--- src/verilog/cstp_pkg.sv ---
package cstp_pkg;

    // register byte offsets on the APB
    localparam logic [11:0] CSTP_CTRL_OFS   = 12'h000;
    localparam logic [11:0] CSTP_BUF_OFS    = 12'h004;
    localparam logic [11:0] CSTP_STAT_OFS   = 12'h008;

    // transfer mode field codes
    localparam logic [1:0]  CSTP_MODE_STOP  = 2'h0;
    localparam logic [1:0]  CSTP_MODE_TX    = 2'h1;

    // clock select codes
    localparam logic [2:0]  CSTP_CKS_SLOW   = 3'h6;
    localparam logic [2:0]  CSTP_CKS_EXT    = 3'h7;

    // bits in a byte, and low-frequency ticks per serial clock half period (divide by 8)
    localparam logic [3:0]  CSTP_BITS       = 4'h8;
    localparam logic [8:0]  CSTP_SLOW_HALF  = 9'h004;

    // reset values
    localparam logic [7:0]  CSTP_CTRL_RST   = 8'h00;
    localparam logic [7:0]  CSTP_BUF_RST    = 8'h00;
    localparam logic [7:0]  CSTP_STAT_RST   = 8'h00;

    // control register layout: mode [7:6], run 5, bit order 4, clock select [3:1], edge 0
    typedef struct packed {
        logic [1:0] mode;
        logic       run;
        logic       bit_order;
        logic [2:0] clk_sel;
        logic       edge_sel;
    } cstp_ctrl_t;

    // status register layout; receive flags and bits 1:0 always read zero here
    typedef struct packed {
        logic       active;
        logic       shift;
        logic       rx_overrun;
        logic       rx_done;
        logic       underrun;
        logic       buf_full;
        logic [1:0] zero;
    } cstp_stat_t;

    // gear clock cycles per serial clock half period for codes 000..110
    function automatic logic [8:0] cstp_half_period(input logic [2:0] cks);
        logic [8:0] h;
        h = 9'h001;
        case (cks)
            3'h0:    h = 9'h100;
            3'h1:    h = 9'h020;
            3'h2:    h = 9'h010;
            3'h3:    h = 9'h008;
            3'h4:    h = 9'h004;
            3'h5:    h = 9'h002;
            default: h = 9'h001;
        endcase
        return h;
    endfunction

endpackage

--- src/verilog/cstp_top.sv ---
// How it works
// - bit order 0 sends LSB first, 1 MSB
// - codes 000-110 drive serial clock; in slow mode only 110 generates it
// - code 111 takes serial clock from pin
// - gear clock divided 512..2; slow: low clock/8
// - edge 0: shift on falling, sample rising
// - edge choice applies to both clock sources
// - mode 01 selects eight-bit transmit
// - config fields locked while transfer active
// - start without buffered byte sends undefined data
// - run sets active, shift flags, one irq
// - shift flag clears at eighth bit output
// - write with empty shifter loads it directly
// - write with full shifter sets buffer full
// - internal clock, empty buffer: idle, data high, wait
// - write after wait restarts shifting with irq
// - external clock, empty buffer: underrun flag set
// - status read clears underrun flag
// - buffer full at byte end: reload, irq
// - mode 00 forces stop, clears all flags
// - mode writes 01-11 ignored while running
// - run clear: finish byte or stop now, irq
`timescale 1ns/100ps

module cstp_top (
    input  wire logic        pclk,
    input  wire logic        presetn,
    input  wire logic        psel,
    input  wire logic        penable,
    input  wire logic        pwrite,
    input  wire logic [11:0] paddr,
    input  wire logic [31:0] pwdata,
    output logic      [31:0] prdata,
    output logic             pready,
    output logic             pslverr,
    input  wire logic        low_speed_mode,
    input  wire logic        low_freq_tick,
    input  wire logic        serial_clock_pin_in,
    output logic             serial_clock_pin_out,
    output logic             serial_clock_pin_oe_n,
    output logic             serial_data_out_pin,
    output logic             serial_irq_request
);

    cstp_pkg::cstp_ctrl_t serial_control_reg;
    cstp_pkg::cstp_ctrl_t ctrl_wdata;
    logic [7:0]           tx_data_buffer_reg;
    logic [7:0]           shift_reg;
    logic [3:0]           bit_cnt_reg;
    logic                 transfer_active_flag_reg;
    logic                 shift_active_flag_reg;
    logic                 buffer_full_flag_reg;
    logic                 tx_underrun_flag_reg;
    logic                 shift_loaded_reg;
    logic                 phase_reg;
    logic [8:0]           div_cnt_reg;
    logic                 sclk_sync1_reg;
    logic                 sclk_sync2_reg;
    logic                 sclk_sync3_reg;
    logic [31:0]          prdata_reg;
    logic                 pready_reg;
    logic                 pslverr_reg;
    logic                 sclk_out_reg;
    logic                 sclk_oe_n_reg;
    logic                 sdo_reg;
    logic                 irq_reg;

    logic                 setup_phase;
    logic                 access_edge;
    logic                 ctrl_wr;
    logic                 buf_wr;
    logic                 stat_rd;
    logic                 ext_clk;
    logic                 clk_allowed;
    logic                 div_run;
    logic [8:0]           half_period;
    logic                 int_tick;
    logic                 ext_rise;
    logic                 ext_fall;
    logic                 tx_edge;
    logic                 rx_edge;
    logic                 next_bit;
    logic                 next_avail;
    logic [7:0]           next_byte;
    cstp_pkg::cstp_stat_t stat_view;

    // ---------------- bus decode ----------------
    assign setup_phase = psel & ~penable;
    assign access_edge = psel & penable & pready_reg;
    assign ctrl_wr     = access_edge & pwrite & (paddr == cstp_pkg::CSTP_CTRL_OFS);
    assign buf_wr      = access_edge & pwrite & (paddr == cstp_pkg::CSTP_BUF_OFS);
    assign stat_rd     = access_edge & ~pwrite & (paddr == cstp_pkg::CSTP_STAT_OFS);
    assign ctrl_wdata  = cstp_pkg::cstp_ctrl_t'(pwdata[7:0]);

    assign stat_view = '{active:     transfer_active_flag_reg,
                         shift:      shift_active_flag_reg,
                         rx_overrun: 1'b0,
                         rx_done:    1'b0,
                         underrun:   tx_underrun_flag_reg,
                         buf_full:   buffer_full_flag_reg,
                         zero:       2'h0};

    // no wait state: answer is registered during the setup cycle
    always_ff @(posedge pclk or negedge presetn) begin
        if (!presetn) begin
            pready_reg  <= 1'b0;
            pslverr_reg <= 1'b0;
            prdata_reg  <= 32'h0000_0000;
        end else if (setup_phase) begin
            pready_reg  <= 1'b1;
            pslverr_reg <= (paddr != cstp_pkg::CSTP_CTRL_OFS) && (paddr != cstp_pkg::CSTP_BUF_OFS)
                           && (paddr != cstp_pkg::CSTP_STAT_OFS);
            case (paddr)
                cstp_pkg::CSTP_CTRL_OFS: prdata_reg <= {24'h000000, serial_control_reg};
                cstp_pkg::CSTP_BUF_OFS:  prdata_reg <= {24'h000000, tx_data_buffer_reg};
                cstp_pkg::CSTP_STAT_OFS: prdata_reg <= {24'h000000, stat_view};
                default:                 prdata_reg <= 32'h0000_0000;
            endcase
        end else begin
            pready_reg  <= 1'b0;
            pslverr_reg <= 1'b0;
        end
    end

    // ---------------- serial clock source ----------------
    assign ext_clk     = (serial_control_reg.clk_sel == cstp_pkg::CSTP_CKS_EXT);
    // in slow modes only the divide-by-8 code runs; any other internal code stalls the port
    assign clk_allowed = ~low_speed_mode | (serial_control_reg.clk_sel == cstp_pkg::CSTP_CKS_SLOW);
    assign half_period = low_speed_mode ? cstp_pkg::CSTP_SLOW_HALF
                                        : cstp_pkg::cstp_half_period(serial_control_reg.clk_sel);
    assign div_run     = transfer_active_flag_reg & shift_loaded_reg & ~ext_clk & clk_allowed;
    assign int_tick    = div_run & (div_cnt_reg == half_period - 9'h001)
                         & (~low_speed_mode | low_freq_tick);

    always_ff @(posedge pclk or negedge presetn) begin
        if (!presetn) begin
            div_cnt_reg <= 9'h000;
        end else if (!div_run || int_tick) begin
            div_cnt_reg <= 9'h000;
        end else if (!low_speed_mode || low_freq_tick) begin
            div_cnt_reg <= div_cnt_reg + 9'h001;
        end
    end

    // external clock: two-stage synchroniser, third stage only for edge detection
    always_ff @(posedge pclk or negedge presetn) begin
        if (!presetn) begin
            sclk_sync1_reg <= 1'b1;
            sclk_sync2_reg <= 1'b1;
            sclk_sync3_reg <= 1'b1;
        end else begin
            sclk_sync1_reg <= serial_clock_pin_in;
            sclk_sync2_reg <= sclk_sync1_reg;
            sclk_sync3_reg <= sclk_sync2_reg;
        end
    end

    assign ext_rise = ext_clk & sclk_sync2_reg & ~sclk_sync3_reg;
    assign ext_fall = ext_clk & ~sclk_sync2_reg & sclk_sync3_reg;

    // internal clock: first tick of each bit is the transmit edge, second the sample edge
    assign tx_edge = ext_clk ? (serial_control_reg.edge_sel ? ext_rise : ext_fall)
                             : (int_tick & ~phase_reg);
    assign rx_edge = ext_clk ? (serial_control_reg.edge_sel ? ext_fall : ext_rise)
                             : (int_tick & phase_reg);

    assign next_bit   = serial_control_reg.bit_order ? shift_reg[7] : shift_reg[0];
    assign next_avail = buffer_full_flag_reg | buf_wr;
    assign next_byte  = buf_wr ? pwdata[7:0] : tx_data_buffer_reg;

    // ---------------- transfer engine and register file ----------------
    always_ff @(posedge pclk or negedge presetn) begin
        if (!presetn) begin
            serial_control_reg       <= cstp_pkg::cstp_ctrl_t'(cstp_pkg::CSTP_CTRL_RST);
            tx_data_buffer_reg       <= cstp_pkg::CSTP_BUF_RST;
            shift_reg                <= 8'h00;
            bit_cnt_reg              <= 4'h0;
            transfer_active_flag_reg <= 1'b0;
            shift_active_flag_reg    <= 1'b0;
            buffer_full_flag_reg     <= 1'b0;
            tx_underrun_flag_reg     <= 1'b0;
            shift_loaded_reg         <= 1'b0;
            phase_reg                <= 1'b0;
            sclk_out_reg             <= 1'b1;
            sclk_oe_n_reg            <= 1'b1;
            sdo_reg                  <= 1'b1;
            irq_reg                  <= 1'b0;
        end else begin
            irq_reg       <= 1'b0;
            sclk_oe_n_reg <= ext_clk | (serial_control_reg.mode == cstp_pkg::CSTP_MODE_STOP);
            if (!transfer_active_flag_reg) begin
                sclk_out_reg <= ~serial_control_reg.edge_sel;
                phase_reg    <= 1'b0;
            end
            if (stat_rd) begin
                tx_underrun_flag_reg <= 1'b0;
            end
            if (ctrl_wr && ctrl_wdata.mode == cstp_pkg::CSTP_MODE_STOP) begin
                // forced stop wins over everything else in the same cycle
                serial_control_reg.mode  <= cstp_pkg::CSTP_MODE_STOP;
                serial_control_reg.run   <= 1'b0;
                transfer_active_flag_reg <= 1'b0;
                shift_active_flag_reg    <= 1'b0;
                buffer_full_flag_reg     <= 1'b0;
                tx_underrun_flag_reg     <= 1'b0;
                shift_loaded_reg         <= 1'b0;
                bit_cnt_reg              <= 4'h0;
                phase_reg                <= 1'b0;
                sdo_reg                  <= 1'b1;
                sclk_out_reg             <= ~serial_control_reg.edge_sel;
                // release the clock pin at once rather than a cycle after the stop
                sclk_oe_n_reg            <= 1'b1;
                if (!transfer_active_flag_reg) begin
                    serial_control_reg.edge_sel  <= ctrl_wdata.edge_sel;
                    serial_control_reg.clk_sel   <= ctrl_wdata.clk_sel;
                    serial_control_reg.bit_order <= ctrl_wdata.bit_order;
                    sclk_out_reg                 <= ~ctrl_wdata.edge_sel;
                end
            end else begin
                if (ctrl_wr && !transfer_active_flag_reg) begin
                    serial_control_reg.mode      <= ctrl_wdata.mode;
                    serial_control_reg.edge_sel  <= ctrl_wdata.edge_sel;
                    serial_control_reg.clk_sel   <= ctrl_wdata.clk_sel;
                    serial_control_reg.bit_order <= ctrl_wdata.bit_order;
                    serial_control_reg.run       <= ctrl_wdata.run & (ctrl_wdata.mode == cstp_pkg::CSTP_MODE_TX);
                    if (ctrl_wdata.run && ctrl_wdata.mode == cstp_pkg::CSTP_MODE_TX) begin
                        // an empty buffer here just sends whatever it holds
                        transfer_active_flag_reg <= 1'b1;
                        shift_active_flag_reg    <= 1'b1;
                        irq_reg                  <= 1'b1;
                        shift_reg                <= tx_data_buffer_reg;
                        shift_loaded_reg         <= 1'b1;
                        buffer_full_flag_reg     <= 1'b0;
                        bit_cnt_reg              <= 4'h0;
                        phase_reg                <= 1'b0;
                        sclk_out_reg             <= ~ctrl_wdata.edge_sel;
                    end
                end else if (ctrl_wr && !ctrl_wdata.run && serial_control_reg.run) begin
                    // only the run bit is taken while active; fields and mode are locked
                    serial_control_reg.run <= 1'b0;
                    if (!shift_active_flag_reg) begin
                        transfer_active_flag_reg <= 1'b0;
                        buffer_full_flag_reg     <= 1'b0;
                        shift_loaded_reg         <= 1'b0;
                        irq_reg                  <= 1'b1;
                        if (!ext_clk) begin
                            sdo_reg <= 1'b1;
                        end
                    end
                end

                if (buf_wr) begin
                    tx_data_buffer_reg <= pwdata[7:0];
                    if (transfer_active_flag_reg && !shift_loaded_reg) begin
                        shift_reg             <= pwdata[7:0];
                        shift_loaded_reg      <= 1'b1;
                        shift_active_flag_reg <= 1'b1;
                        bit_cnt_reg           <= 4'h0;
                        buffer_full_flag_reg  <= 1'b0;
                        irq_reg               <= ~ext_clk;
                    end else if (transfer_active_flag_reg) begin
                        buffer_full_flag_reg <= 1'b1;
                    end
                end

                if (transfer_active_flag_reg && tx_edge) begin
                    if (!ext_clk) begin
                        sclk_out_reg <= serial_control_reg.edge_sel;
                        phase_reg    <= 1'b1;
                    end
                    if (shift_loaded_reg && bit_cnt_reg != cstp_pkg::CSTP_BITS) begin
                        sdo_reg     <= next_bit;
                        shift_reg   <= serial_control_reg.bit_order ? {shift_reg[6:0], 1'b0}
                                                                    : {1'b0, shift_reg[7:1]};
                        bit_cnt_reg <= bit_cnt_reg + 4'h1;
                        if (bit_cnt_reg == cstp_pkg::CSTP_BITS - 4'h1) begin
                            shift_active_flag_reg <= 1'b0;
                        end
                    end else if (!shift_loaded_reg) begin
                        // clocked past the end of data: line keeps its last value
                        tx_underrun_flag_reg <= 1'b1;
                    end
                end

                if (transfer_active_flag_reg && rx_edge) begin
                    if (!ext_clk) begin
                        sclk_out_reg <= ~serial_control_reg.edge_sel;
                        phase_reg    <= 1'b0;
                    end
                    if (shift_loaded_reg && bit_cnt_reg == cstp_pkg::CSTP_BITS) begin
                        bit_cnt_reg <= 4'h0;
                        if (!serial_control_reg.run) begin
                            transfer_active_flag_reg <= 1'b0;
                            shift_active_flag_reg    <= 1'b0;
                            buffer_full_flag_reg     <= 1'b0;
                            shift_loaded_reg         <= 1'b0;
                            irq_reg                  <= 1'b1;
                            if (!ext_clk) begin
                                sdo_reg <= 1'b1;
                            end
                        end else if (next_avail) begin
                            shift_reg             <= next_byte;
                            buffer_full_flag_reg  <= 1'b0;
                            shift_active_flag_reg <= 1'b1;
                            irq_reg               <= 1'b1;
                        end else begin
                            shift_loaded_reg <= 1'b0;
                            if (!ext_clk) begin
                                sdo_reg <= 1'b1;
                            end
                        end
                    end
                end
            end
        end
    end

    assign prdata                = prdata_reg;
    assign pready                = pready_reg;
    assign pslverr               = pslverr_reg;
    assign serial_clock_pin_out  = sclk_out_reg;
    assign serial_clock_pin_oe_n = sclk_oe_n_reg;
    assign serial_data_out_pin   = sdo_reg;
    assign serial_irq_request    = irq_reg;

endmodule // cstp_top

--- config.mk ---
export PLATFORM = sky130hd
export DESIGN_NAME = cstp_top
export DESIGN_NICKNAME = d
export VERILOG_FILES = /design/src/verilog/cstp_pkg.sv /design/src/verilog/cstp_top.sv
export SDC_FILE = /design/constraint.sdc
export NUM_CORES = 1
export LEC_CHECK = 0
export BUFFER_PORTS_ARGS = -buffer_cell sky130_fd_sc_hd__buf_2
export CORE_UTILIZATION = 45
export CTS_BUF_LIST = sky130_fd_sc_hd__clkbuf_8
export DETAILED_ROUTE_END_ITERATION = 10
export PLACE_DENSITY = 0.69
export REMOVE_ABC_BUFFERS = 1
export SLEW_MARGIN = 30
export SYNTH_ARGS = -nofsm -noshare
export SYNTH_HDL_FRONTEND = slang
export SYNTH_SLANG_ARGS = --single-unit
export TNS_END_PERCENT = 100
--- constraint.sdc ---
create_clock -name pclk -period 3.5 [get_ports pclk]
set_input_delay 0 -clock pclk [delete_from_list [all_inputs] [get_ports pclk]]
set_output_delay 0 -clock pclk [all_outputs]
set_load 0.03 [all_outputs]
== Word level (Yosys, flattened, before mapping) ==
Cells that the tools add are included.

* Register bits: 84
* Bits of input ports: 52
* Logic and storage cells: 234

* Add/sub/neg operators: 3
* Equality and inequality tests: 17
* Multiplexer cells: 128
* Bitwise gates (word level): 33
* Reduce and logical (&&, ||, !) cells: 28

{| class="wikitable"
|+ Operators by type and width
! kind !! number
|-
| 8-bit two-way mux || 13
|-
| 1-bit two-way mux || 98
|-
| 9-bit one-hot mux with 6 select lines || 1
|-
| 4-bit two-way mux || 9
|-
| 9-bit two-way mux || 3
|-
| 8-bit one-hot mux with 3 select lines || 1
|-
| 1-bit AND || 20
|-
| 12-bit by 3-bit equality test with 1-bit output, second input constant || 1
|-
| 12-bit by 4-bit equality test with 1-bit output, second input constant || 1
|-
| 3-bit equality test, second input constant || 4
|-
| 1-bit logical AND || 12
|-
| 12-bit zero test || 1
|-
| 12-bit by 3-bit != test with 1-bit output, second input constant || 1
|-
| 12-bit by 4-bit != test with 1-bit output, second input constant || 1
|-
| 12-bit nonzero test || 1
|-
| 5-bit two-way mux || 2
|-
| 9-bit by 1-bit adder with 9-bit output, second input constant || 1
|-
| 9-bit equality test || 1
|-
| 1-bit inverter || 9
|-
| 9-bit by 1-bit subtractor with 9-bit output, second input constant || 1
|-
| 3-bit by 2-bit equality test with 1-bit output, second input constant || 2
|-
| 1-bit zero test || 5
|-
| 4-bit by 1-bit adder with 4-bit output, second input constant || 1
|-
| 4-bit by 3-bit equality test with 1-bit output, second input constant || 1
|-
| other kinds (13) || 19
|}

== Logic depth before layout (Yosys ltp) ==
Gate-level depths: netlist (run 1).

* Word-level depth: 17
* Gate-level depth with buffers: 16

== Worst setup path before layout (run 1) ==
No wires, ideal clock.

* Kind: register to register
* Start: register serial_control_reg[2] (netlist name)
* End: register bit_cnt_reg[0]
* Data arrival time: 2.833 ns
* Slack: 0.595 ns
* Cell stages (with the launch flop): 16
* Buffers on the path: 4
* Period minus slack after synthesis: 2.905 ns
* Cell sequence: dfrtp_1 buf_4 clkbuf_1 nor2_1 nand3_1 ha_1 buf_2 nor2b_1 a22o_1 a2111oi_4 nand4b_4 o31ai_4 and2_1 buf_4 mux2_2 nor2_1

* Longest elaborated chain between the ends: 14

{| class="wikitable"
|+ Ends and longest elaborated chain
! element !! line !! source
|-
| from (decl) || cstp_top.sv:45 || <nowiki>cstp_pkg::cstp_ctrl_t serial_control_reg;</nowiki>
|-
| from (signal assigned) || cstp_top.sv:174 || <nowiki>serial_control_reg <= cstp_pkg::cstp_ctrl_t'(cstp_pkg::CSTP_CTRL_RST);</nowiki>
|-
| 3-bit equality test (tied with other cells) || cstp_pkg.sv:49 || <nowiki>case (cks)</nowiki>
|-
| 9-bit one-hot mux with 6 select lines || cstp_pkg.sv:49 ||
|-
| 9-bit two-way mux || cstp_top.sv:129 || <nowiki>assign half_period = low_speed_mode ? cstp_pkg::CSTP_SLOW_HALF</nowiki>
|-
| 9-bit by 1-bit subtractor with 9-bit output || cstp_top.sv:132 || <nowiki>assign int_tick = div_run & (div_cnt_reg == half_period - 9'h001)</nowiki>
|-
| 9-bit equality test || cstp_top.sv:132 ||
|-
| 1-bit AND || cstp_top.sv:132 ||
|-
| 1-bit AND || cstp_top.sv:133 || <nowiki>& (~low_speed_mode | low_freq_tick);</nowiki>
|-
| 1-bit AND || cstp_top.sv:163 || <nowiki>: (int_tick & ~phase_reg);</nowiki>
|-
| 1-bit two-way mux || cstp_top.sv:162 || <nowiki>assign tx_edge = ext_clk ? (serial_control_reg.edge_sel ? ext_rise : ext_fall)</nowiki>
|-
| 1-bit logical AND || cstp_top.sv:266 || <nowiki>if (transfer_active_flag_reg && tx_edge) begin</nowiki>
|-
| 4-bit two-way mux || cstp_top.sv:266 ||
|-
| 4-bit two-way mux || cstp_top.sv:290 || <nowiki>if (shift_loaded_reg && bit_cnt_reg == cstp_pkg::CSTP_BITS) begin</nowiki>
|-
| 4-bit two-way mux (*) || cstp_top.sv:285 || <nowiki>if (transfer_active_flag_reg && rx_edge) begin</nowiki>
|-
| 4-bit two-way mux (*) || cstp_top.sv:198 || <nowiki>if (ctrl_wr && ctrl_wdata.mode == cstp_pkg::CSTP_MODE_STOP) begin</nowiki>
|-
| to (signal assigned) || cstp_top.sv:275 || <nowiki>bit_cnt_reg <= bit_cnt_reg + 4'h1;</nowiki>
|-
| to (decl) || cstp_top.sv:49 || <nowiki>logic [3:0] bit_cnt_reg;</nowiki>
|}

Every way passes the cells marked *; elsewhere a longest branch is shown, timed or not.
A chain may end at the register's enable or synchronous reset.

== Worst setup path in the final report (run 1) ==
* Start: register serial_control_reg[2] (netlist name)
* End: register shift_reg[7]

* Longest elaborated chain between the ends: 15

{| class="wikitable"
|+ Ends and longest elaborated chain
! element !! line !! source
|-
| 3-bit equality test (tied with other cells) || cstp_pkg.sv:49 ||
|-
| 9-bit one-hot mux with 6 select lines || cstp_pkg.sv:49 ||
|-
| 9-bit two-way mux || cstp_top.sv:129 ||
|-
| 9-bit by 1-bit subtractor with 9-bit output || cstp_top.sv:132 ||
|-
| 9-bit equality test || cstp_top.sv:132 ||
|-
| 1-bit AND || cstp_top.sv:132 ||
|-
| 1-bit AND || cstp_top.sv:133 ||
|-
| 1-bit AND || cstp_top.sv:163 ||
|-
| 1-bit two-way mux || cstp_top.sv:162 ||
|-
| 1-bit logical AND || cstp_top.sv:266 ||
|-
| 8-bit two-way mux || cstp_top.sv:266 ||
|-
| 8-bit two-way mux || cstp_top.sv:301 || <nowiki>end else if (next_avail) begin</nowiki>
|-
| 8-bit two-way mux || cstp_top.sv:292 || <nowiki>if (!serial_control_reg.run) begin</nowiki>
|-
| 8-bit two-way mux || cstp_top.sv:290 ||
|-
| 8-bit two-way mux (*) || cstp_top.sv:285 ||
|-
| to (signal assigned) || cstp_top.sv:255 || <nowiki>shift_reg <= pwdata[7:0];</nowiki>
|-
| to (signal assigned) || cstp_top.sv:273 || <nowiki>shift_reg <= serial_control_reg.bit_order ? {shift_reg[6:0], 1'b0}</nowiki>
|-
| to (signal assigned) || cstp_top.sv:302 || <nowiki>shift_reg <= next_byte;</nowiki>
|-
| to (decl) || cstp_top.sv:48 || <nowiki>logic [7:0] shift_reg;</nowiki>
|}

Marks and branches as above.

==> results of run 1 <==
## worst min-delay path, stage by stage
cell and delay (ns):
buf_2 0.10, o41ai_1 0.07, a21oi_1 0.14
## worst paths after layout
check / from / endpoint / slack, ns / cells after the start
worst max-delay path: serial_control_reg[2] / shift_reg[7] / 0.30 / 12
max in group asynchronous: presetn / serial_clock_pin_out / 2.42 / 3
worst min-delay path: pwrite / tx_underrun_flag_reg / 0.03 / 3
worst min register to register: sclk_sync1_reg / sclk_sync2_reg / 0.36 / 0
worst max register to register: serial_control_reg[2] / shift_reg[7] / 0.30 / 12
min in group asynchronous: presetn / shift_reg[1] / 0.16 / 2
## layer usage
layer	wire length, um	up-vias	GRT usage [%]
met4	130	0	7.24
met3	497	13	3.02
met5	0	-	0
met2	4410	121	31.9
met1	4540	1641	29.7
li1	-	1632	-
## cell type report
cell class	count	area [um2]
clock buffers	11	151
clock inverters	5	98.8
fillers	798	4180
inverters	11	41.3
multi-input cells	347	2260
flip-flops and latches	60	1510
well taps	108	135
repair buffers	62	390
## through the flow
stage          worst slack [ns]  hold slack [ns]
3_5_place_dp              0.326        0.0000230
3_3_place_gp              0.387          -0.0126
5_1_grt                  0.0731           0.0820
2_1_floorplan             0.221           -0.296
4_1_cts                   0.316           0.0149
6_report                  0.302           0.0264
## placed cells by master (no fill, tap or decap), types with 3 or more instances in the layout
cell type / instances
dfrtp_1: 54
nand2_1: 44
buf_2: 41
nor2_1: 35
mux2i_1: 26
conb_1: 24
o21ai_0: 22
a21oi_1: 19
mux2_2: 16
nand3_1: 13
inv_1: 12
o21ai_1: 11
clkbuf_8: 11
dlygate4sd3_1: 11
buf_4: 10
and3_1: 8
nor3_1: 8
nand2b_1: 7
a41oi_1: 7
and2_1: 7
nor2b_1: 6
xnor2_1: 6
o31ai_1: 6
xor2_1: 6
o41ai_1: 6
dfstp_2: 6
nand3b_1: 5
nor4_1: 5
or3_1: 5
nor3b_1: 5
nand4_1: 5
nand4b_1: 4
ha_1: 4
a31oi_1: 3
o211ai_1: 3
and3b_1: 3
bufinv_16: 3
## cell families (layout without fill, tap and decap cells)
| kind of cell | Yosys count | in the layout | synth area share (%) |
|---|---|---|---|
| AO/OA/AOI/OAI | 94 | 94 | 15.8 |
| XOR/XNOR | 12 | 12 | 2.57 |
| adder cells (fa/ha/maj) | 4 | 4 | 1.22 |
| buffers and inverters | 72 | 89 | 10.1 |
| flip-flops | 60 | 60 | 36.9 |
| multiplexers | 43 | 43 | 11.1 |
| other | 1 | 24 | 0.0917 |
| AND/OR/NAND/NOR | 170 | 170 | 22.2 |
## power groups by stage
stage          combinational (mW)  sequential [mW]  clock (mW)
2_1_floorplan              0.0541            0.715           0
3_3_place_gp                0.104            0.713           0
3_5_place_dp                0.105            0.713           0
4_1_cts                     0.115            0.700       0.792
5_1_grt                     0.124            0.700       0.815
6_report                    0.114            0.700       0.776
==> flow_summary_export.csv, run 1 <==
group,metric,value,unit
outcome,status,"completed",
timing,period_share,91.4,%
detailed_routing,drt_iter0_markers,203,
grt,grt_pass1_vias,3117,
clock_tree,cts_tree,"done",
worst_setup_path,cpPeakStageDelay,0.46,ns
timing,min_period,3.20,ns
layout,fin_area,4590,um2
logic_synthesis,synth.distinct_cells,61,
power_and_ir_drop,power,1.59,mW
die,ios,90,
clock_tree,htree_levels,3,
clock_tree,numCtsBuffers,9,
grt,overflow,0,
worst_setup_path,criticalPathCategory,"reg2reg",
timing,setup_viol,0,
logic_synthesis,async_flop_share,100,%
timing,rsz0062_at_grt,"no",
layout,largest_reg_flops,9,
detailed_routing,viasPerCell,5.64,
timing,drv_slew,0,
logic_synthesis,syn-cell-area,4090,um2
layout,nNetsFinal,547,
place,place_congestion,0.828,
grt,grt_pass1_wl,15700,um
clock_tree,clk_latency,0.34,ns
logic_synthesis,synth_top_area_cell,"dfrtp_1",
timing,setup_tns,0,ns
layout,area_growth_syn_to_layout,12.1,%
logic_synthesis,synth-edff-count,0,
die,die_width,97.3,um
power_and_ir_drop,p_per_area,347,nW/um2
clock_tree,cts_buffer_depth,2,
worst_setup_path,path_max_fanout,10,
layout,final_cells,604,
die,dieArea,9470,um2
place,numPortBuffers,41,
grt,grt_max_degree,40,
logic_synthesis,netlist.area_leader.share,33.0,%
power_and_ir_drop,power_frac_clock,48.8,%
timing,clock_skew,0.0119,ns
logic_synthesis,yosysSeqAreaShare,36.9,%
place,dp_cells,577,
detailed_routing,wl,9570,um
logic_synthesis,ys_top_cells_by_count,"54 x dfrtp_1, 44 x nand2_1, 35 x nor2_1, 27 x buf_4, 26 x mux2i_1",
detailed_routing,drtAntennaViolNets,0,
power_and_ir_drop,power_frac_seq,44.0,%
timing,worst_slew_pin_slew,0.919,ns
worst_setup_path,cp_top_family,"compound AO/OA/AOI/OAI gates",
worst_hold_path,min_path_type,"in2reg",
clock_tree,root_buffer,"clkbuf_8",
detailed_routing,wl_per_cell,15.9,um
clock_tree,post-cts-setup-buffers,0,
worst_setup_path,worstSetupEndpointType,"register",
layout,num_antenna_cells,0,
place,dp_hpwl,6800,um
grt,grt_antenna_before_repair,0,
power_and_ir_drop,combPwrFrac,7.2,%
power_and_ir_drop,p_switching,353,uW
logic_synthesis,yosysWarnings,0,
clock_tree,holdBufCountCts,11,
clock_tree,cts_sinks,60,
die,initial_core_util,46.7,%
detailed_routing,vias,3407,
die,core_region_area,8760,um2
detailed_routing,drc_errors,0,
logic_synthesis,avgSynthCellArea,8.97,um2
worst_setup_path,path_cells,"nand2_1 > or2_2 > ha_1 > o211ai_1 > o31a_1 > o21ai_0 > a221o_1 > o31ai_4 > and2_1 > buf_4 > mux2i_1 > o21a_1",
power_and_ir_drop,intPower,1.24,mW
logic_synthesis,ys_seq_elements,60,
worst_setup_path,cpMaxStageDelayCell,"dfrtp_1",
layout,final_util,52.3,%
timing,slew_headroom,38.1,%
layout,drive_gt1_share,20.2,%
power_and_ir_drop,irDropWorstVdd,160,uV
worst_setup_path,arrival,3.48,ns
clock_tree,ctsResizeCount,0,
power_and_ir_drop,swShare,22.2,%
timing,report.final.hold_viol_count,0,
grt,gr-usage-all-layers,20.7,%
die,die_y,97.3,um
logic_synthesis,yosys-top-cells-area,"dfrtp_1 33%, mux2i_1 6.4%, buf_4 5.0%, mux2_2 4.4%, nand2_1 4.0%",
logic_synthesis,synth_flop_cell,"dfrtp_1",
worst_setup_path,crit_path_start_kind,"register",
die,rows,34,
place,placed_area,4230,um2
clock_tree,clkTransAtPathRegs,0.07,ns
worst_setup_path,worst-path-buf-inv,1,
run,drv_cap,0,
timing,fmax,0.313,GHz
logic_synthesis,synth_most_common_cell,"dfrtp_1",
worst_setup_path,worstPathRequired,3.78,ns
power_and_ir_drop,leakagePower,1.99,nW
detailed_routing,dr.pass1.iters,6,
logic_synthesis,synth_cells,456,
No activity file was read; power rests on OpenSTA's default activity.
==> run 2, diff against run 1 <==
--- a/config.mk
+++ b/config.mk
@@ -6,10 +6,10 @@
 export NUM_CORES = 1
 export LEC_CHECK = 0
 export BUFFER_PORTS_ARGS = -buffer_cell sky130_fd_sc_hd__buf_2
-export CORE_UTILIZATION = 45
+export CORE_UTILIZATION = 51
 export CTS_BUF_LIST = sky130_fd_sc_hd__clkbuf_8
 export DETAILED_ROUTE_END_ITERATION = 10
-export PLACE_DENSITY = 0.69
+export PLACE_DENSITY = 0.77
 export REMOVE_ABC_BUFFERS = 1
 export SLEW_MARGIN = 30
 export SYNTH_ARGS = -nofsm -noshare
==> run 2 against run 1 <==
  * Critical path depth unchanged
  * Design area decreased by 0.55%
  * Sequential power about the same
  * Setup slack got worse by 0.0037 ns
  * Sequential share of layout area increased by 0.18 points
  * Clock power decreased by 11%
  * Critical endpoint unchanged
  * Highest routed layer unchanged
==> flow_summary_export.csv, run 2 (synthesis results as in run 1) <==
group,metric,value,unit
worst_setup_path,cpMaxStageDelayCell,"dfrtp_1",
detailed_routing,dr.pass1.iters,5,
grt,grt_pass1_wl,16200,um
outcome,status,"completed",
worst_setup_path,arrival,3.48,ns
layout,seq_area,1510,um2
worst_setup_path,worstPathRequired,3.78,ns
worst_setup_path,worst-path-stages,12,
timing,clock_skew,0.00954,ns
grt,grt_antenna_before_repair,0,
clock_tree,numCtsBuffers,9,
detailed_routing,drt_iter0_markers,247,
layout,nNetsFinal,549,
detailed_routing,vias,3531,
die,initial_core_util,52.9,%
timing,period_share,91.5,%
run,drv_cap,0,
timing,rsz0062_at_grt,"no",
grt,overflow,0,
worst_hold_path,min_path_cells,3,
timing,fmax,0.312,GHz
place,place_congestion,0.851,
layout,largest_reg_flops,9,
detailed_routing,wl_per_cell,16.3,um
die,die_width,91.6,um
clock_tree,root_buffer,"clkbuf_8",
worst_setup_path,path_cells,"nand2_1 > or2_2 > ha_1 > nor2b_1 > a22o_1 > a2111oi_4 > nand4b_4 > o31ai_4 > and2_1 > buf_4 > mux2i_1 > o21a_1",
worst_setup_path,cpPeakStageDelay,0.46,ns
layout,layout_common_cells,"54 x dfrtp_1, 44 x nand2_1, 41 x buf_2, 35 x nor2_1, 26 x mux2i_1",
layout,drive_gt1_share,20.1,%
grt,busiest_layer,"met2",
clock_tree,htree_levels,3,
grt,met2_usage,37.8,%
clock_tree,post-cts-setup-buffers,0,
clock_tree,clkTransAtPathRegs,0.08,ns
die,die_y,91.6,um
detailed_routing,viasPerCell,5.89,
layout,final_cells,599,
grt,grt_max_degree,33,
worst_setup_path,path_max_fanout,10,
place,dp_hpwl,6720,um
power_and_ir_drop,power,1.51,mW
timing,drv_slew,0,
clock_tree,cts_tree,"done",
clock_tree,ctsResizeCount,0,
place,numPortBuffers,41,
worst_setup_path,criticalPathCategory,"reg2reg",
place,dp_cells,572,
clock_tree,cts_sinks,60,
power_and_ir_drop,irDropWorstVdd,192,uV
timing,hold_slack,0.0874,ns
timing,setup_viol,0,
layout,layout_commonest_cell,"dfrtp_1",
worst_setup_path,worst-path-buf-inv,1,
clock_tree,holdBufCountCts,12,
timing,worst_slew_pin_slew,0.715,ns
detailed_routing,drtAntennaViolNets,0,
timing,min_period,3.20,ns
layout,area_growth_syn_to_layout,11.5,%
timing,worst_slack,0.298,ns
die,ios,90,
place,post-place-ws,0.345,ns
layout,multi_input_area,2260,um2
grt,gr-usage-all-layers,24.5,%
detailed_routing,wl,9780,um
layout,num_antenna_cells,0,
worst_setup_path,crit_path_start_kind,"register",
layout,fill_cells,647,
grt,grt_pass1_vias,3302,
power_and_ir_drop,p_per_area,331,nW/um2
die,dieArea,8380,um2
clock_tree,cts_buffer_depth,2,
worst_setup_path,worstSetupEndpointType,"register",
worst_setup_path,ff2ff_path_depth,12,
worst_setup_path,cp_top_family,"compound AO/OA/AOI/OAI gates",
die,rows,32,
grt,grtUsageMet1,34.2,%
timing,report.final.hold_viol_count,0,
grt,grtUsageMet3,5.78,%
clock_tree,clk_latency,0.34,ns
detailed_routing,drc_errors,0,
die,core_region_area,7730,um2
timing,slew_headroom,52.3,%
power_and_ir_drop,leakagePower,1.99,nW
worst_hold_path,min_path_type,"in2reg",
timing,setup_tns,0,ns
==> run 2: layer usage <==
metal	up-vias	wire, um
met5	-	0
met3	15	690
met2	161	4650
met1	1708	4330
met4	0	109
li1	1647	-
==> run 2: through the flow <==
stage	utilization (%)	area, um2
floorplan	-	3800
global placement	54.7	4230
detailed placement	54.7	4230
CTS	59.0	4560
global route	59.0	4560
finish	59.0	4560
==> run 2: final cells by class <==
class | count | area share [%]
multi-input combinational | 347 | 49.5
sequential | 60 | 33.1
timing repair buffer | 64 | 8.94
clock inverter | 5 | 1.70
clock buffer | 10 | 3.02
tap | 102 | 2.80
inverter | 11 | 0.905
==> run 2: worst paths after layout <==
kind | startpoint | end | slack [ns]
max | serial_control_reg[3] | shift_reg[7] | 0.30
min | paddr[2] | pslverr | 0.09
max reg2reg | serial_control_reg[3] | shift_reg[7] | 0.30
min reg2reg | sclk_sync1_reg | sclk_sync2_reg | 0.36
max in group asynchronous | presetn | sclk_sync1_reg | 2.33
min in group asynchronous | presetn | pslverr | 0.28
==> run 2: power by group <==
group	internal (mW)	switching (mW)	total (mW)	leakage [nW]
combinational	0.0318	0.0836	0.115	1.06
sequential	0.698	0.00198	0.700	0.810
clock	0.414	0.278	0.692	0.114
==> run 2: tightest hold or removal path, cell delays in order <==
cell     delay, ns
buf_2         0.22
nand2_1       0.11
a21oi_1       0.06
